## src/ldh_pkg.sv

```systemverilog
`default_nettype none
package ldh_pkg;

  // --------------------------------------------------------------
  // command codes
  // --------------------------------------------------------------
  localparam logic [7:0] CMD_PALETTE_SET = 8'hA0;
  localparam logic [7:0] CMD_MEM_WRITE = 8'hA1;
  localparam logic [7:0] CMD_MEM_READ = 8'hA2;
  localparam logic [7:0] CMD_DATA_CTRL = 8'hA3;
  localparam logic [7:0] CMD_SLEEP_IN = 8'hA4;
  localparam logic [7:0] CMD_SLEEP_OUT = 8'hA5;
  localparam logic [7:0] CMD_RESET_VAL = 8'h00;

  // --------------------------------------------------------------
  // parameter layout
  // --------------------------------------------------------------
  localparam int PAL_ENTRIES = 20;
  localparam logic [4:0] PAL_COUNT = 5'h14;
  localparam logic [4:0] PAL_G_BASE = 5'h08;
  localparam logic [4:0] PAL_B_BASE = 5'h10;
  localparam logic [4:0] PAR_IDX_MAX = 5'h1F;
  localparam logic [4:0] DATCTL_COLOR_IDX = 5'h02;
  localparam logic [2:0] COLOR_CODE_A = 3'h2;
  localparam logic [2:0] COLOR_CODE_B = 3'h4;
  localparam logic [3:0] PAL_RST_VAL = 4'h0;

  // --------------------------------------------------------------
  // serial bit counts
  // --------------------------------------------------------------
  localparam logic [3:0] SER_LAST8 = 4'h7;
  localparam logic [3:0] SER_LAST9 = 4'h8;

  // --------------------------------------------------------------
  // reset values
  // --------------------------------------------------------------
  localparam logic SLEEP_N_RST = 1'b1;
  localparam logic [15:0] WORD_RST = 16'h0000;
  localparam logic [11:0] PIX_RST = 12'h000;

  // --------------------------------------------------------------
  // types
  // --------------------------------------------------------------
  typedef enum logic [2:0] {
    LDH_BUS_80_16, LDH_BUS_80_8, LDH_BUS_68_16, LDH_BUS_68_8,
    LDH_BUS_SER9, LDH_BUS_SER8, LDH_BUS_NONE
  } ldh_bus_t;

  typedef enum logic [1:0] {LDH_COL_256, LDH_COL_A, LDH_COL_B} ldh_color_t;

  function automatic ldh_bus_t ldh_bus_decode(input logic a, input logic b, input logic c);
    case ({a, b, c})
      3'b111: ldh_bus_decode = LDH_BUS_80_16;
      3'b110: ldh_bus_decode = LDH_BUS_80_8;
      3'b100: ldh_bus_decode = LDH_BUS_68_16;
      3'b011: ldh_bus_decode = LDH_BUS_68_8;
      3'b001: ldh_bus_decode = LDH_BUS_SER9;
      3'b000: ldh_bus_decode = LDH_BUS_SER8;
      default: ldh_bus_decode = LDH_BUS_NONE;
    endcase
  endfunction

endpackage
`default_nettype wire

```

## src/ldh_byte_if.sv

```systemverilog
`timescale 1ns/1ps
`default_nettype none
interface ldh_byte_if;
  logic valid;
  logic is_data;
  logic [7:0] data;
  modport tx (output valid, output is_data, output data);
  modport rx (input valid, input is_data, input data);
endinterface
`default_nettype wire

```

## src/ldh_host_port.sv

```systemverilog
`timescale 1ns/1ps
`default_nettype none
module ldh_host_port (
  input wire logic ref_clk_i,
  input wire logic sys_rst_i,
  input wire logic bus_select_pin_a_i,
  input wire logic bus_select_pin_b_i,
  input wire logic bus_select_pin_c_i,
  input wire logic cs_n_i,
  input wire logic cmd_data_select_i,
  input wire logic rd_e_i,
  input wire logic wr_rw_i,
  input wire logic [15:0] data_i,
  output logic [15:0] data_o,
  output logic [1:0] data_oe_o,
  input wire logic sdi_i,
  input wire logic sclk_i,
  input wire logic [15:0] status_i,
  input wire logic [15:0] mem_rdata_i,
  output logic mem_rd_o,
  output logic mem_wr_o,
  output logic mem_two_o,
  output logic [11:0] mem_pix0_o,
  output logic [11:0] mem_pix1_o,
  output logic [7:0] cmd_o,
  output logic cmd_valid_o,
  output logic [7:0] param_o,
  output logic param_valid_o,
  output logic sleep_indicator_n_o
);

  // --------------------------------------------------------------
  // pin synchronisers
  // --------------------------------------------------------------
  localparam int SW = 25;
  logic [SW-1:0] pins;
  logic [SW-1:0] sync1_r;
  logic [SW-1:0] sync2_r;
  assign pins = {bus_select_pin_a_i, bus_select_pin_b_i, bus_select_pin_c_i, cs_n_i,
                 cmd_data_select_i, rd_e_i, wr_rw_i, sdi_i, sclk_i, data_i};

  always_ff @(posedge ref_clk_i) begin
    if (sys_rst_i) begin
      sync1_r <= '0;
      sync2_r <= '0;
    end else begin
      sync1_r <= pins;
      sync2_r <= sync1_r;
    end
  end

  logic sel_a_s, sel_b_s, sel_c_s, cs_n_s, cds_s, rd_s, wr_s, sdi_s, sclk_s;
  logic [15:0] data_s;
  assign {sel_a_s, sel_b_s, sel_c_s, cs_n_s, cds_s, rd_s, wr_s, sdi_s, sclk_s, data_s} = sync2_r;

  // --------------------------------------------------------------
  // bus type
  // --------------------------------------------------------------
  ldh_pkg::ldh_bus_t bus_r;
  always_ff @(posedge ref_clk_i) begin
    if (sys_rst_i) begin
      bus_r <= ldh_pkg::LDH_BUS_NONE;
    end else begin
      bus_r <= ldh_pkg::ldh_bus_decode(sel_a_s, sel_b_s, sel_c_s);
    end
  end

  logic is80, is68, wide, ser_en, nine_bit;
  assign is80 = (bus_r == ldh_pkg::LDH_BUS_80_16) || (bus_r == ldh_pkg::LDH_BUS_80_8);
  assign is68 = (bus_r == ldh_pkg::LDH_BUS_68_16) || (bus_r == ldh_pkg::LDH_BUS_68_8);
  assign wide = (bus_r == ldh_pkg::LDH_BUS_80_16) || (bus_r == ldh_pkg::LDH_BUS_68_16);
  assign ser_en = (bus_r == ldh_pkg::LDH_BUS_SER9) || (bus_r == ldh_pkg::LDH_BUS_SER8);
  assign nine_bit = (bus_r == ldh_pkg::LDH_BUS_SER9);

  // --------------------------------------------------------------
  // parallel strobe edges
  // --------------------------------------------------------------
  logic cs_n_p_r, cds_p_r, rd_p_r, wr_p_r, rd_act_p_r;
  logic [15:0] data_p_r;
  always_ff @(posedge ref_clk_i) begin
    if (sys_rst_i) begin
      cs_n_p_r <= 1'b1;
      cds_p_r <= 1'b0;
      rd_p_r <= 1'b1;
      wr_p_r <= 1'b1;
      data_p_r <= ldh_pkg::WORD_RST;
    end else begin
      cs_n_p_r <= cs_n_s;
      cds_p_r <= cds_s;
      rd_p_r <= rd_s;
      wr_p_r <= wr_s;
      data_p_r <= data_s;
    end
  end

  logic par_wr_ev, rd_act, rd_start;
  always_comb begin
    par_wr_ev = 1'b0;
    rd_act = 1'b0;
    if (is80) begin
      par_wr_ev = !cs_n_p_r && !wr_p_r && wr_s;
      rd_act = !cs_n_s && !rd_s;
    end else if (is68) begin
      par_wr_ev = !cs_n_p_r && rd_p_r && !rd_s && !wr_p_r;
      rd_act = !cs_n_s && rd_s && wr_s;
    end
  end
  assign rd_start = rd_act && !rd_act_p_r;

  // --------------------------------------------------------------
  // serial receiver
  // --------------------------------------------------------------
  ldh_byte_if ser_byte ();

  ldh_serial_rx u_serial (
    .ref_clk_i(ref_clk_i),
    .sys_rst_i(sys_rst_i),
    .ser_en_i(ser_en),
    .nine_bit_i(nine_bit),
    .cs_n_i(cs_n_s),
    .sclk_i(sclk_s),
    .sdi_i(sdi_s),
    .cds_i(cds_s),
    .byte_o(ser_byte)
  );

  // --------------------------------------------------------------
  // unified write event
  // --------------------------------------------------------------
  logic wr_ev, wr_is_data, wr_wide;
  logic [15:0] wr_word;
  always_comb begin
    wr_ev = 1'b0;
    wr_is_data = 1'b0;
    wr_wide = 1'b0;
    wr_word = ldh_pkg::WORD_RST;
    if (ser_en && ser_byte.valid) begin
      wr_ev = 1'b1;
      wr_is_data = ser_byte.is_data;
      wr_word = {8'h00, ser_byte.data};
    end else if (par_wr_ev) begin
      wr_ev = 1'b1;
      wr_is_data = cds_p_r;
      wr_wide = wide;
      wr_word = wide ? data_p_r : {8'h00, data_p_r[7:0]};
    end
  end

  // --------------------------------------------------------------
  // command and parameter tracking
  // --------------------------------------------------------------
  logic [7:0] cur_cmd_r;
  logic [4:0] par_idx_r;
  always_ff @(posedge ref_clk_i) begin
    if (sys_rst_i) begin
      cur_cmd_r <= ldh_pkg::CMD_RESET_VAL;
      par_idx_r <= 5'h00;
      cmd_o <= 8'h00;
      cmd_valid_o <= 1'b0;
      param_o <= 8'h00;
      param_valid_o <= 1'b0;
    end else begin
      cmd_valid_o <= wr_ev && !wr_is_data;
      param_valid_o <= wr_ev && wr_is_data && cur_cmd_r != ldh_pkg::CMD_MEM_WRITE;
      if (wr_ev && !wr_is_data) begin
        cur_cmd_r <= wr_word[7:0];
        cmd_o <= wr_word[7:0];
        par_idx_r <= 5'h00;
      end else if (wr_ev && cur_cmd_r != ldh_pkg::CMD_MEM_WRITE) begin
        param_o <= wr_word[7:0];
        if (par_idx_r != ldh_pkg::PAR_IDX_MAX) begin
          par_idx_r <= par_idx_r + 5'h01;
        end
      end
    end
  end

  logic par_wr;
  assign par_wr = wr_ev && wr_is_data && cur_cmd_r != ldh_pkg::CMD_MEM_WRITE;

  // --------------------------------------------------------------
  // sleep indicator
  // --------------------------------------------------------------
  always_ff @(posedge ref_clk_i) begin
    if (sys_rst_i) begin
      sleep_indicator_n_o <= ldh_pkg::SLEEP_N_RST;
    end else if (wr_ev && !wr_is_data && wr_word[7:0] == ldh_pkg::CMD_SLEEP_IN) begin
      sleep_indicator_n_o <= 1'b0;
    end else if (wr_ev && !wr_is_data && wr_word[7:0] == ldh_pkg::CMD_SLEEP_OUT) begin
      sleep_indicator_n_o <= 1'b1;
    end
  end

  // --------------------------------------------------------------
  // colour format from data control
  // --------------------------------------------------------------
  ldh_pkg::ldh_color_t color_r;
  always_ff @(posedge ref_clk_i) begin
    if (sys_rst_i) begin
      color_r <= ldh_pkg::LDH_COL_256;
    end else if (par_wr && cur_cmd_r == ldh_pkg::CMD_DATA_CTRL && par_idx_r == ldh_pkg::DATCTL_COLOR_IDX) begin
      if (wr_word[2:0] == ldh_pkg::COLOR_CODE_A) begin
        color_r <= ldh_pkg::LDH_COL_A;
      end else if (wr_word[2:0] == ldh_pkg::COLOR_CODE_B) begin
        color_r <= ldh_pkg::LDH_COL_B;
      end else begin
        color_r <= ldh_pkg::LDH_COL_256;
      end
    end
  end

  // --------------------------------------------------------------
  // palette
  // --------------------------------------------------------------
  logic [3:0] pal_r [0:ldh_pkg::PAL_ENTRIES-1];
  always_ff @(posedge ref_clk_i) begin
    if (sys_rst_i) begin
      for (int i = 0; i < ldh_pkg::PAL_ENTRIES; i++) begin
        pal_r[i] <= ldh_pkg::PAL_RST_VAL;
      end
    end else if (par_wr && cur_cmd_r == ldh_pkg::CMD_PALETTE_SET && par_idx_r < ldh_pkg::PAL_COUNT) begin
      pal_r[par_idx_r] <= wr_word[3:0];
    end
  end

  function automatic logic [11:0] pal_expand(input logic [7:0] b);
    logic [4:0] ig;
    logic [4:0] ib;
    ig = ldh_pkg::PAL_G_BASE + {2'b00, b[4:2]};
    ib = ldh_pkg::PAL_B_BASE + {3'b000, b[1:0]};
    pal_expand = {pal_r[{2'b00, b[7:5]}], pal_r[ig], pal_r[ib]};
  endfunction

  // --------------------------------------------------------------
  // pixel gathering and holding register
  // --------------------------------------------------------------
  typedef enum logic [1:0] {LDH_G0, LDH_G1, LDH_G2} ldh_gath_t;
  ldh_gath_t gath_r;
  logic [7:0] g0_r;
  logic [7:0] g1_r;
  logic pix_wr;
  assign pix_wr = wr_ev && wr_is_data && cur_cmd_r == ldh_pkg::CMD_MEM_WRITE;

  always_ff @(posedge ref_clk_i) begin
    if (sys_rst_i) begin
      gath_r <= LDH_G0;
      g0_r <= 8'h00;
      g1_r <= 8'h00;
      mem_wr_o <= 1'b0;
      mem_two_o <= 1'b0;
      mem_pix0_o <= ldh_pkg::PIX_RST;
      mem_pix1_o <= ldh_pkg::PIX_RST;
    end else begin
      mem_wr_o <= 1'b0;
      if (wr_ev && !wr_is_data) begin
        gath_r <= LDH_G0;
      end else if (pix_wr && wr_wide) begin
        mem_wr_o <= 1'b1;
        mem_two_o <= (color_r == ldh_pkg::LDH_COL_256);
        case (color_r)
          ldh_pkg::LDH_COL_A: mem_pix0_o <= wr_word[15:4];
          ldh_pkg::LDH_COL_B: mem_pix0_o <= wr_word[11:0];
          default: begin
            mem_pix0_o <= pal_expand(wr_word[15:8]);
            mem_pix1_o <= pal_expand(wr_word[7:0]);
          end
        endcase
      end else if (pix_wr) begin
        case (color_r)
          ldh_pkg::LDH_COL_A: begin
            case (gath_r)
              LDH_G0: begin
                g0_r <= wr_word[7:0];
                gath_r <= LDH_G1;
              end
              LDH_G1: begin
                g1_r <= wr_word[7:0];
                gath_r <= LDH_G2;
              end
              default: begin
                mem_pix0_o <= {g0_r, g1_r[7:4]};
                mem_pix1_o <= {g1_r[3:0], wr_word[7:0]};
                mem_two_o <= 1'b1;
                mem_wr_o <= 1'b1;
                gath_r <= LDH_G0;
              end
            endcase
          end
          ldh_pkg::LDH_COL_B: begin
            case (gath_r)
              LDH_G0: begin
                g0_r <= wr_word[7:0];
                gath_r <= LDH_G1;
              end
              default: begin
                mem_pix0_o <= {g0_r[3:0], wr_word[7:0]};
                mem_two_o <= 1'b0;
                mem_wr_o <= 1'b1;
                gath_r <= LDH_G0;
              end
            endcase
          end
          default: begin
            mem_pix0_o <= pal_expand(wr_word[7:0]);
            mem_two_o <= 1'b0;
            mem_wr_o <= 1'b1;
          end
        endcase
      end
    end
  end

  // --------------------------------------------------------------
  // read path through the holder
  // --------------------------------------------------------------
  logic [15:0] holder_r;
  logic rd_pend_r;
  always_ff @(posedge ref_clk_i) begin
    if (sys_rst_i) begin
      rd_act_p_r <= 1'b0;
      data_oe_o <= 2'b00;
      data_o <= ldh_pkg::WORD_RST;
      mem_rd_o <= 1'b0;
      rd_pend_r <= 1'b0;
      holder_r <= ldh_pkg::WORD_RST;
    end else begin
      rd_act_p_r <= rd_act;
      data_oe_o <= rd_act ? {wide, 1'b1} : 2'b00;
      mem_rd_o <= rd_start && cds_s;
      rd_pend_r <= mem_rd_o;
      if (rd_pend_r) begin
        holder_r <= mem_rdata_i;
      end
      if (rd_start) begin
        data_o <= cds_s ? holder_r : status_i;
      end
    end
  end

endmodule
`default_nettype wire

```

## src/ldh_serial_rx.sv

```systemverilog
`timescale 1ns/1ps
`default_nettype none
module ldh_serial_rx (
  input wire logic ref_clk_i,
  input wire logic sys_rst_i,
  input wire logic ser_en_i,
  input wire logic nine_bit_i,
  input wire logic cs_n_i,
  input wire logic sclk_i,
  input wire logic sdi_i,
  input wire logic cds_i,
  ldh_byte_if.tx byte_o
);

  logic sclk_p_r;
  logic [3:0] cnt_r;
  logic [7:0] shift_r;
  logic flag_r;
  logic sclk_rise;
  logic [3:0] last;

  assign sclk_rise = sclk_i & ~sclk_p_r;
  assign last = nine_bit_i ? ldh_pkg::SER_LAST9 : ldh_pkg::SER_LAST8;

  always_ff @(posedge ref_clk_i) begin
    if (sys_rst_i) begin
      sclk_p_r <= 1'b0;
    end else begin
      sclk_p_r <= sclk_i;
    end
  end

  // --------------------------------------------------------------
  // bit counter and shifter
  // --------------------------------------------------------------
  always_ff @(posedge ref_clk_i) begin
    if (sys_rst_i || cs_n_i || !ser_en_i) begin
      cnt_r <= 4'h0;
      shift_r <= 8'h00;
      flag_r <= 1'b0;
    end else if (sclk_rise) begin
      if (nine_bit_i && cnt_r == 4'h0) begin
        flag_r <= sdi_i;
      end else begin
        shift_r <= {shift_r[6:0], sdi_i};
      end
      cnt_r <= (cnt_r == last) ? 4'h0 : cnt_r + 4'h1;
    end
  end

  // --------------------------------------------------------------
  // byte out
  // --------------------------------------------------------------
  always_ff @(posedge ref_clk_i) begin
    if (sys_rst_i) begin
      byte_o.valid <= 1'b0;
      byte_o.is_data <= 1'b0;
      byte_o.data <= 8'h00;
    end else begin
      byte_o.valid <= ser_en_i && !cs_n_i && sclk_rise && cnt_r == last;
      if (ser_en_i && !cs_n_i && sclk_rise && cnt_r == last) begin
        byte_o.data <= {shift_r[6:0], sdi_i};
        byte_o.is_data <= nine_bit_i ? flag_r : cds_i;
      end
    end
  end

endmodule
`default_nettype wire

```

## config.mk

```make
export PLATFORM = sky130hd
export DESIGN_NAME = ldh_host_port
export DESIGN_NICKNAME = d
export VERILOG_FILES = /design/src/ldh_pkg.sv /design/src/ldh_byte_if.sv /design/src/ldh_host_port.sv /design/src/ldh_serial_rx.sv
export SDC_FILE = /design/constraint.sdc
export NUM_CORES = 1
export LEC_CHECK = 0
export BUFFER_PORTS_ARGS = -buffer_cell sky130_fd_sc_hd__buf_2
export CORE_MARGIN = 2
export CORE_UTILIZATION = 50
export DETAILED_ROUTE_END_ITERATION = 10
export PLACE_DENSITY = 0.73
export SETUP_SLACK_MARGIN = 0.5
export SYNTH_ARGS = -nofsm -noshare
export SYNTH_HDL_FRONTEND = slang
export SYNTH_SLANG_ARGS = --single-unit
```

## constraint.sdc

```tcl
create_clock -name ref_clk_i -period 2.7 [get_ports ref_clk_i]
set_input_delay 0.135 -clock ref_clk_i [delete_from_list [all_inputs] [get_ports ref_clk_i]]
set_output_delay 0.135 -clock ref_clk_i [all_outputs]
set_load 0.1 [all_outputs]
```

# After elaboration in Yosys (flattened, before gate mapping)
# Memory sizes are Yosys's and may differ from the RTL's.
# Index checks and enable logic that the tools add are counted.
totals:
  ram_bits: 80
  input_bits: 59
  reg_bits: 203
  out_inout_bits: 64
  mem_count: 1
memory_table:
  columns: ["name", "depth", "width", "read_ports", "rd_clocked_by_memory_dff", "wr", "line", "text"]
  rows:
  - ["pal_r", 20, 4, 6, 0, 20, "ldh_host_port.sv:215", "logic [3:0] pal_r [0:ldh_pkg::PAL_ENTRIES-1];"]
op_classes:
  n_reduce_logical: 63
  order_cmp: 1
  add_sub_neg: 6
  muxes: 55
  eq_ne: 28
  bitwise: 6
op_table:
  columns: ["cell", "n"]
  rows:
  - ["$mux 12", 9]
  - ["$mux 16", 4]
  - ["$pmux 12 s2", 2]
  - ["$eq 8x8->1 const B", 5]
  - ["$mux 1", 29]
  - ["$logic_and 1x1->1", 27]
  - ["$eq 3x3->1 const B", 6]
  - ["$pmux 3 s6", 1]
  - ["$reduce_and 5->1", 3]
  - ["$eq 3x2->1 const B", 4]
  - ["$mux 4", 3]
  - ["$add 4x3->5 const A", 2]
  - ["$add 5x2->5 const A", 2]
  - ["$ne 8x8->1 const B", 1]
  - ["$pmux 2 s2", 2]
  - ["$reduce_and 2->1", 4]
  - ["$reduce_bool 2->1", 4]
  - ["$reduce_or 2->1", 4]
  - ["$logic_not 1->1", 7]
  - ["$eq 3x1->1 const B", 2]
  - ["$logic_not 3->1", 2]
  - ["$logic_or 1x1->1", 6]
  - ["$ne 3x3->1 const B", 2]
  - ["$add 5x1->5 const B", 1]
  - ["19 further kinds", 27]

# Depth between registers and ports, before layout
# Gate-level depths: netlist of run 1.
depth:
  word_depth: 17
  mapped_depth: 11

# Modules after synthesis
# A second synthesis of run 1 with hierarchy kept.
unflattened:
  hier_cells: 1281
  hier_area_um2: 12570.8
by_module_without_submodules:
  columns: ["module", "instances", "area_each_um2", "seq_area_each_um2", "cells_per_inst"]
  rows:
  - ["ldh_host_port", 1, 11594.9, 5985.7, 1177]
  - ["ldh_serial_rx", 1, 975.9, 460.4, 104]

# Worst setup path after synthesis of run 1
# Ideal clock, no wire load.
synth_timing:
  kind: "register -> register"
  startpoint: "register cur_cmd_r[7]"
  endpoint: "register g0_r[6]"
  setup_slack_ns: -0.192
  required_time_ns: 2.614
  path_buffers: 2
  setup_time_ns: 0.086
  stages_incl_launch_ff: 10
  arrival_ns: 2.806
  synth_period_minus_slack_ns: 2.892
  cell_sequence: "dfxtp_1 -> nor4b_1 -> and4b_1 -> clkbuf_1 -> o21ai_4 -> nor2_1 -> nor4b_4 -> buf_6 -> nor2_1 -> a211oi_1"
synth_between:
  elab_chain_len: 5
synth_rtl:
  columns: ["item", "line", "text"]
  rows:
  - ["from (decl)", "ldh_host_port.sv:152", "logic [7:0] cur_cmd_r;"]
  - ["from (signal assigned)", "ldh_host_port.sv:156", "cur_cmd_r <= ldh_pkg::CMD_RESET_VAL;"]
  - ["from (signal assigned)", "ldh_host_port.sv:166", "cur_cmd_r <= wr_word[7:0];"]
  - ["$eq 8x8->1 (*)", "ldh_host_port.sv:242", "assign pix_wr = wr_ev && wr_is_data && cur_cmd_r == ldh_pkg::CMD_MEM_WRITE;"]
  - ["$logic_and 1x1->1 (*)", "ldh_host_port.sv:242", null]
  - ["$logic_and 1x1->1", "ldh_host_port.sv:257", "end else if (pix_wr && wr_wide) begin"]
  - ["$not 1->1 (no line)", null, null]
  - ["$reduce_and 5->1 (no line) (*)", null, null]
  - ["to (signal assigned)", "ldh_host_port.sv:273", "g0_r <= wr_word[7:0];"]
  - ["to (signal assigned)", "ldh_host_port.sv:292", "g0_r <= wr_word[7:0];"]
  - ["to (decl)", "ldh_host_port.sv:239", "logic [7:0] g0_r;"]
# Every way passes the cells marked *; elsewhere a longest branch is shown, timed or not.
# A chain may end at the register's enable or synchronous reset.

# Worst setup path in the final report of run 1
layout_timing:
  startpoint: "register bus_r[1]"
  endpoint: "register mem_pix1_o[4]"
layout_between:
  elab_chain_len: 11
  word_cells_on_any_way: 39
  cone_classes: "1 x add/sub; 7 x eq/ne; 15 x mux; 1 x bitwise; 14 x reduce/logical; 1 x memory"
layout_rtl:
  columns: ["item", "line", "text"]
  rows:
  - ["from (decl)", "ldh_host_port.sv:59", "ldh_pkg::ldh_bus_t bus_r;"]
  - ["from (signal assigned)", "ldh_host_port.sv:62", "bus_r <= ldh_pkg::LDH_BUS_NONE;"]
  - ["from (signal assigned)", "ldh_host_port.sv:64", "bus_r <= ldh_pkg::ldh_bus_decode(sel_a_s, sel_b_s, sel_c_s);"]
  - ["branches (longest 11 deep; another with $add 4x3->5)", null, null]
  - ["to (signal assigned)", "ldh_host_port.sv:252", "mem_pix1_o <= ldh_pkg::PIX_RST;"]
  - ["to (signal assigned)", "ldh_host_port.sv:265", "mem_pix1_o <= pal_expand(wr_word[7:0]);"]
  - ["to (signal assigned)", "ldh_host_port.sv:282", "mem_pix1_o <= {g1_r[3:0], wr_word[7:0]};"]
  - ["to (decl)", "ldh_host_port.sv:24", "output logic [11:0] mem_pix1_o,"]
# Parallel ways; which one is timed is not known. The select of a mux whose other input is x is not followed.

==> flow_metrics.tcl, run 1 <==
set metrics [dict create \
    synth-seq-area-share_pct 52.0 \
    fin_setup_tns_ns 0 \
    grt_usage_pct 26.0 \
    clkLatencyLatePin_ns 0.55 \
    die_area_sq_um 26100 \
    path_depth 8 \
    status "completed" \
    p_int_mw 7.24 \
    via_count 10300 \
    crit_arrival_ns 2.76 \
    dp_hpwl_um 22900 \
    busiest_layer "met2" \
    routabilityCongestion 0.970 \
    criticalPathCategory "reg2reg" \
    cts.htree.levels 1 \
    yosys_warnings 0 \
    numCtsBuffers 29 \
    fin_nets 1517 \
    met2_usage_pct 42.2 \
    rr_startpoint "bus_r[1]" \
    cts-root-buf "clkbuf_16" \
    hold_viol 0 \
    required_ns 3.10 \
    endpoint "mem_pix1_o[4]" \
    path_delay_family "multiplexers" \
    critPathCaptureType "flop" \
    critPathLaunch "bus_r[1]" \
    antenna_cells 0 \
    reg2reg_to "mem_pix1_o[4]" \
    slowest_delay_ns 0.48 \
    worst-path-buf-inv 1 \
    rsz0062_at_grt "true" \
    cts.sinks 282 \
    drv_cap 0 \
    port_buffers 122 \
    crit_path_start_kind "flop" \
    wirelength_um 35100 \
    wire_per_inst_um 19.6 \
    power_switching_mw 1.98 \
    min_period_ns 2.35 \
    overflow 0 \
    die_y_um 161 \
    io_pins 123 \
    grt_max_degree 91 \
    vias_per_cell 5.75 \
    final_max_slew_viol_count 0 \
    clock_power_share_pct 46.1 \
    place_ws_ns 0.154 \
    tightest_slew_ns 1.02 \
    fp.dieW_um 161 \
    grt_util_met3_pct 4.42 \
    irDropWorstVdd_uv 589 \
    final.setup_skew_ns 0.0172 \
    crit_slowest_cell "mux4_2" \
    syn_inst 1244 \
    clockBufferDepth 3 \
    most-common-layout-cells "nor2_1, dfxtp_1, buf_2, edfxtp_1, nor2b_1" \
    synth_area_sq_um 12400 \
    drc 0 \
    synth-edff-count 80 \
    setup_slack_ns 0.348 \
    area_growth_syn_to_layout_pct 30.2 \
    swShare_pct 21.5 \
    path_max_fanout 6 \
    setup_viol 0 \
    p_seq_share_pct 48.9 \
    p_per_area_nw_per_um2 571 \
    path_cells "nand2b_4 -> a211oi_4 -> buf_6 -> a22o_4 -> mux2_4 -> mux4_2 -> o221ai_2 -> a21oi_1" \
    rrSetupSlack_ns 0.35 \
    combPwrFrac_pct 5.0 \
    core.rowCount 57 \
    cts_tree "built" \
    finalCritPeriodShare_pct 87.1 \
    final_common_cell "nor2_1" \
    hp-class "in2reg" \
    synth.distinct_cells 73 \
    slew_headroom_pct 31.9 \
    drtPass1Iterations 7 \
    hold_slack_ns 0.0489 \
    fmax_mhz 425 \
    postRouteAntennaNets 0 \
    grt_use_met1_pct 34.6 \
    drt_iter0_drc 1042 \
    start_util_pct 51.0 \
    synth_seq_cells 282 \
    syn_nets 1314 \
    clkTransAtPathRegs_ns 0.06 \
    grt_pass1_wl_um 54100 \
    leakagePower_nw 6.15 \
    async_flop_share_pct 0 \
    drive_gt1_share_pct 28.6 \
    antenna_found_initial 0 \
    grt_pass1_vias 10100 \
    r2r_cells 8 \
    core_sq_um 24300 \
    ys.flop_type "dfxtp_1" \
    synth.avg_cell_area_sq_um 9.96 \
]
[worst register-to-register path, delay by kind of cell (launching register included)]
family	cells	cell delay (ns)
buffers and inverters	1	0.16
AND/OR/NAND/NOR	1	0.17
flip-flops	1	0.36
multiplexers	2	0.78
AO/OA/AOI/OAI	4	0.72
[power groups by stage]
| stage | clock network, mW | logic, mW | registers [mW] |
|---|---|---|---|
| 2_1_floorplan | 0 | 0.228 | 4.60 |
| 3_3_place_gp | 0 | 0.351 | 4.59 |
| 3_5_place_dp | 0 | 0.357 | 4.60 |
| 4_1_cts | 4.29 | 0.441 | 4.50 |
| 5_1_grt | 4.48 | 0.491 | 4.52 |
| 6_report | 4.25 | 0.456 | 4.51 |
[stage by stage]
step	std cells	utilization (%)	cell area, sq um	total power [mW]
after detailed placement	1646	55.7	13500	4.95
after global placement	1646	55.7	13500	4.95
final	1794	66.3	16100	9.21
after floorplan	1244	-	12500	4.83
after global routing	1794	66.3	16100	9.49
after CTS	1775	64.1	15600	9.24
[per-layer routing]
layer | routed length, um | share of wire, %
met2 | 16300 | 46
met4 | 1470 | 4.2
met5 | 0 | 0
met3 | 2950 | 8.4
met1 | 14400 | 41
[timing repair]
action / 4_1_cts / 5_1_grt
gates cloned: 1 / 4
pin swaps: 8 / 37
gates resized for setup: 68 / 88
setup buffers: 17 / 15
endpoints found under the hold margin: 57 / 0
hold buffers: 57 / 0
endpoints found under the setup margin: 116 / 149
[registers in the layout, summed over array words and instances, names as in the netlist, 4 cells and up]
| register | cells |
|---|---|
| pal_r | 80 |
| g0_r | 8 |
| sync1_r | 25 |
| u_serial.shift_r | 7 |
| g1_r | 8 |
| mem_pix1_o | 12 |
| param_o | 8 |
| sync2_r | 25 |
| u_serial.cnt_r | 4 |
| cur_cmd_r | 8 |
| data_o | 16 |
| par_idx_r | 5 |
| mem_pix0_o | 12 |
| u_serial.byte_o.data | 8 |
| holder_r | 16 |
| data_p_r | 16 |
[cell usage after synthesis, drive strengths merged (11+ instances only)]
cell | instances | share of area, %
nand2 | 91 | 2.8
mux2i | 76 | 6.1
nor3 | 16 | 0.74
nand2b | 40 | 2.1
a31oi | 12 | 0.61
a21oi | 53 | 2.1
mux2 | 16 | 1.5
clkbuf | 76 | 2.3
dfxtp | 202 | 33
inv | 12 | 0.36
nor2b | 74 | 3.7
buf | 18 | 0.85
nor2 | 212 | 6.4
o21ai | 20 | 0.90
a211oi | 50 | 3.1
mux4 | 11 | 2.0
nand3 | 27 | 1.1
ha | 11 | 1.1
edfxtp | 80 | 19
a22oi | 17 | 1.0
[logic make-up after synthesis]
kind of cell    Yosys count  synth area share (%)
mux                     103                  9.59
fa+ha+maj                11                  1.11
simple gates            506                  19.7
compound gates          230                  13.6
xor+xnor                  6                 0.424
flops                   282                  52.0
buf+inv                 106                  3.51
[worst min-delay path by stage]
stage                     startpoint                      end  cells after the start
after floorplan            data_i[0]               sync1_r[0]                      1
after global placement        cs_n_i              sync1_r[21]                      2
after detailed placement   data_i[5]               sync1_r[5]                      2
after CTS                  sys_rst_i  u_serial.byte_o.is_data                      2
after global routing       sys_rst_i              data_p_r[3]                      2
final                      sys_rst_i  u_serial.byte_o.is_data                      2
[layout make-up]
class / count / area [sq um]
Fill cell: 1749 / 8180
Sequential cell: 282 / 6470
Multi-Input combinational cell: 857 / 6200
Timing Repair Buffer: 265 / 1990
Clock buffer: 40 / 807
Tap cell: 324 / 405
Clock inverter: 14 / 214
Inverter: 12 / 45.0
(Power assumes the default switching activity.)
==> run 2, diff against run 1 <==
Settings changed: CORE_ASPECT_RATIO set to 0.5.
==> flow_metrics.tcl, run 2 (synthesized netlist as in run 1, its figures left out) <==
set metrics [dict create \
    status "completed" \
    final_max_slew_viol_count 0 \
    core.rowCount 40 \
    power_switching_mw 1.99 \
    core_sq_um 24200 \
    path_delay_family "multiplexers" \
    tightest_slew_ns 1.04 \
    crit_slowest_cell "mux4_2" \
    max_flop_register "pal_r" \
    worst-path-buf-inv 1 \
    multi_input_area_sq_um 6330 \
    grt_pass1_wl_um 58100 \
    routabilityCongestion 0.970 \
    register_area_sq_um 6470 \
    vias_per_cell 5.86 \
    p_per_area_nw_per_um2 541 \
    slowest_delay_ns 0.53 \
    hp-class "in2reg" \
    start_util_pct 51.3 \
    leakagePower_nw 6.22 \
    final_common_cell "dfxtp_1" \
    io_pins 123 \
    fp.dieW_um 227 \
    criticalPathCategory "reg2reg" \
    critPathCaptureType "flop" \
    clkTransAtPathRegs_ns 0.07 \
    cts.htree.levels 1 \
    path_max_fanout 5 \
    setup_viol 0 \
    drive_gt1_share_pct 32.0 \
    irDropWorstVdd_uv 500 \
    swShare_pct 22.1 \
    fmax_mhz 419 \
    numCtsBuffers 26 \
    cts-root-buf "clkbuf_16" \
    drt_iter0_drc 1141 \
    clockBufferDepth 3 \
    postRouteAntennaNets 0 \
    overflow 0 \
    wirelength_um 38600 \
    grt_max_degree 127 \
    largest_reg_flops 80 \
    rr_startpoint "bus_r[1]" \
    area_growth_syn_to_layout_pct 34.3 \
    antenna_cells 0 \
    drc 0 \
    grt_usage_pct 28.8 \
    final.setup_skew_ns 0.0120 \
    dp_cells 1665 \
    drtPass1Iterations 7 \
    required_ns 3.12 \
    drv_cap 0 \
    crit_path_start_kind "flop" \
    fill_cells 1705 \
    final_cells 1841 \
    p_seq_share_pct 50.0 \
    top_regs "pal_r (80), sync1_r (25), sync2_r (25)" \
    port_buffers 122 \
    antenna_found_initial 1 \
    finalCritPeriodShare_pct 88.4 \
    min-delay-start "data_i[2]" \
    min_period_ns 2.39 \
    wire_per_inst_um 21.0 \
    p_int_mw 7.02 \
    die_area_sq_um 26100 \
    die_y_um 115 \
    grt_pass1_vias 10500 \
    most-common-layout-cells "dfxtp_1, nor2_1, buf_2, buf_4, edfxtp_1" \
    fin_setup_tns_ns 0 \
    cts.sinks 282 \
    fin_nets 1555 \
    combPwrFrac_pct 5.3 \
    dp_hpwl_um 24300 \
    slew_headroom_pct 30.4 \
    crit_arrival_ns 2.81 \
    clkLatencyLatePin_ns 0.56 \
    via_count 10800 \
    hold_viol 0 \
    cts_tree "built" \
    path_cells "nand2b_4 -> a211oi_4 -> buf_6 -> a22o_4 -> mux2_4 -> mux4_2 -> o221ai_4 -> a21oi_2" \
    clock_power_share_pct 44.7 \
    rsz0062_at_grt "true" \
    critPathLaunch "bus_r[1]" \
]
run 2: cell count changes in the layout (fill, tap and decap cells not counted), moves of 8 or more:
cell and change:
nor2_4 +10, nand2b_4 -10, nor2_2 +8, nand2b_1 +10, nand2_4 -9, buf_4 +28
nor2_1 -18
run 2: per-layer routing:
layer,up-vias,GRT usage (%),wire (um)
li1,4908,-,-
met3,127,7.13,3460
met4,0,10.7,1560
met1,5193,36.4,15500
met2,557,48.2,18100
met5,-,0,0
run 2: final timing paths:
path | slack [ns] | endpoint | cells after the start
worst max-delay path | 0.31 | mem_pix1_o[4] | 8
worst min-delay path | 0.33 | sync1_r[2] | 3
worst max register to register | 0.31 | mem_pix1_o[4] | 8
worst min register to register | 0.44 | data_p_r[7] | 1
run 2: power by group through the flow:
stage / sequential, mW / clock [mW] / combinational [mW]
floorplan: 4.60 / 0 / 0.228
global placement: 4.59 / 0 / 0.357
detailed placement: 4.59 / 0 / 0.365
CTS: 4.50 / 4.05 / 0.448
global route: 4.51 / 4.23 / 0.507
finish: 4.50 / 4.03 / 0.476
run 2: repair_timing:
| action | CTS | global route |
|---|---|---|
| endpoints found under the setup margin | 207 | 171 |
| pin swaps | 26 | 49 |
| resized for setup | 93 | 117 |
| hold endpoints to repair | 74 | 0 |
| setup buffers | 33 | 29 |
| hold buffers | 58 | 0 |
| cloned | 5 | 3 |
run 2: cell type report:
| cell class | instances | area share (%) |
|---|---|---|
| Sequential cell | 282 | 38.9 |
| Multi-Input combinational cell | 857 | 38.0 |
| Timing Repair Buffer | 306 | 14.6 |
| Clock buffer | 37 | 4.77 |
| Tap cell | 336 | 2.53 |
| Clock inverter | 11 | 0.902 |
| Inverter | 12 | 0.271 |
run 2: metrics by stage:
stage                     instance area (sq um)  utilization, %  hold WS (ns)  setup slack, ns  power (mW)
after floorplan                           12500               -         0.263            0.361        4.83
after global placement                    13600            56.2         0.349            0.165        4.95
after detailed placement                  13600            56.2         0.347            0.125        4.96
after CTS                                 15800            65.6         0.302            0.296        9.00
after global routing                      16600            68.9         0.341            0.264        9.25
final                                     16600            68.9         0.333            0.313        9.01
run 2: worst min-delay path, delay by kind of cell:
family        cells  cell delay [ns]
buf+inv           2             0.60
simple gates      1             0.10
==> run 3, diff against run 2 <==
Settings changed: PLACE_DENSITY 0.73 to 0.68.
==> flow_metrics.tcl, run 3 (synthesized netlist as in run 1, its figures left out) <==
set metrics [dict create \
    min_period_ns 2.37 \
    routabilityCongestion 0.897 \
    drt_iter0_drc 986 \
    die_area_sq_um 26100 \
    clockBufferDepth 3 \
    die_y_um 115 \
    clock_power_share_pct 44.0 \
    stdcell_area_sq_um 16700 \
    grt_pass1_vias 9846 \
    fin_util_pct 69.0 \
    wire_per_inst_um 20.6 \
    setup_viol 0 \
    combPwrFrac_pct 5.4 \
    swShare_pct 21.5 \
    placed_cell_area_sq_um 13600 \
    hp-class "in2reg" \
    tightest_slew_ns 1.34 \
    finalCritPeriodShare_pct 87.6 \
    cts.sinks 282 \
    path_max_fanout 5 \
    p_int_mw 6.99 \
    vias_per_cell 5.79 \
    grt_usage_pct 26.8 \
    largest_reg_flops 80 \
    crit_arrival_ns 2.63 \
    required_ns 2.96 \
    slew_headroom_pct 10.7 \
    final_common_cell "dfxtp_1" \
    fp.dieW_um 227 \
    clkLatencyLatePin_ns 0.55 \
    grt_pass1_wl_um 54100 \
    rsz0062_at_grt "true" \
    dp_hpwl_um 23700 \
    fmax_mhz 423 \
    critPathCaptureType "flop" \
    fin_setup_tns_ns 0 \
    cts_tree "built" \
    setup_slack_ns 0.334 \
    drive_gt1_share_pct 32.5 \
    drc 0 \
    io_pins 123 \
    crit_path_start_kind "flop" \
    crit_path_frequent_cell "buf_6" \
    top_regs "pal_r (80), sync1_r (25), sync2_r (25)" \
    crit_slowest_cell "dfxtp_2" \
    core.rowCount 40 \
    grt_max_degree 72 \
    cts.htree.levels 1 \
    via_count 10600 \
    p_per_area_nw_per_um2 533 \
    clkTransAtPathRegs_ns 0.07 \
    start_util_pct 51.3 \
    overflow 0 \
    status "completed" \
    cts-root-buf "clkbuf_16" \
    core_sq_um 24200 \
    port_buffers 122 \
    area_growth_syn_to_layout_pct 34.6 \
    final_max_slew_viol_count 0 \
    slowest_delay_ns 0.33 \
    irDropWorstVdd_uv 529 \
    antenna_found_initial 0 \
    drv_cap 0 \
    most-common-layout-cells "dfxtp_1, nor2_1, buf_2, buf_4, edfxtp_1" \
    fin_nets 1548 \
    p_seq_share_pct 50.6 \
    drtPass1Iterations 8 \
    power_switching_mw 1.91 \
    postRouteAntennaNets 0 \
    place_ws_ns 0.240 \
    path_cells "nand3b_4 -> buf_6 -> a2111oi_4 -> buf_6 -> nor2_4 -> nor3_4 -> and2_4 -> buf_12 -> buf_6 -> nand2_8 -> nand2b_4" \
    hold_viol 0 \
    criticalPathCategory "reg2reg" \
    max_flop_register "pal_r" \
    numCtsBuffers 25 \
    wirelength_um 37900 \
    leakagePower_nw 6.35 \
    final.setup_skew_ns 0.0183 \
]
-- run 3: power groups by stage --
| stage | registers, mW | clock network (mW) | logic [mW] |
|---|---|---|---|
| floorplan | 4.60 | 0 | 0.228 |
| global placement | 4.59 | 0 | 0.354 |
| detailed placement | 4.59 | 0 | 0.362 |
| CTS | 4.50 | 3.96 | 0.444 |
| global route | 4.51 | 4.14 | 0.515 |
| finish | 4.50 | 3.91 | 0.482 |
-- run 3: path summary, 6_finish.rpt --
kind / from / to / slack [ns] / cells past startpoint
worst max-delay path: sync2_r[19] / pal_r[7][0] / 0.33 / 11
worst min-delay path: data_i[11] / sync1_r[11] / 0.35 / 3
worst max register to register: sync2_r[19] / pal_r[7][0] / 0.33 / 11
worst min register to register: sync2_r[9] / data_p_r[9] / 0.43 / 1
-- run 3: area by class of cell --
type | count | area [sq um]
fillers | 1771 | 7490
multi-input cells | 857 | 6480
flip-flops and latches | 282 | 6470
repair buffers | 300 | 2370
clock buffers | 33 | 666
well taps | 336 | 420
clock inverters | 13 | 219
inverters | 12 | 48.8
diodes | 1 | 2.50
-- run 3: routing by layer --
layer / global-route usage [%] / wire length (um) / vias up
met5: 0 / 0 / -
met4: 8.60 / 1140 / 0
met3: 4.52 / 3370 / 75
met2: 44.5 / 17700 / 506
met1: 36.1 / 15700 / 5126
li1: - / - / 4910
-- run 3: repair_timing --
action | 4_1_cts | 5_1_grt
setup endpoints to repair | 116 | 152
endpoints found under the hold margin | 58 | 0
pin swaps | 6 | 65
setup buffers | 11 | 51
gates resized for setup | 52 | 190
hold buffers | 58 | 0
gates cloned | 1 | 6
-- run 3: through the flow --
step                power, mW  hold slack (ns)  instances
floorplan                4.83            0.263       1244
global placement         4.94            0.348       1660
detailed placement       4.96            0.349       1660
CTS                      8.90            0.325       1776
global route             9.16            0.354       1833
finish                   8.90            0.347       1834
-- run 3: worst max-delay path, delay by kind of cell, from the launching register on --
family | cells | cell delay [ns]
DFF | 1 | 0.33
buffers and inverters | 4 | 0.55
AOI/OAI and AO/OA | 1 | 0.29
and+or+nand+nor | 6 | 0.92
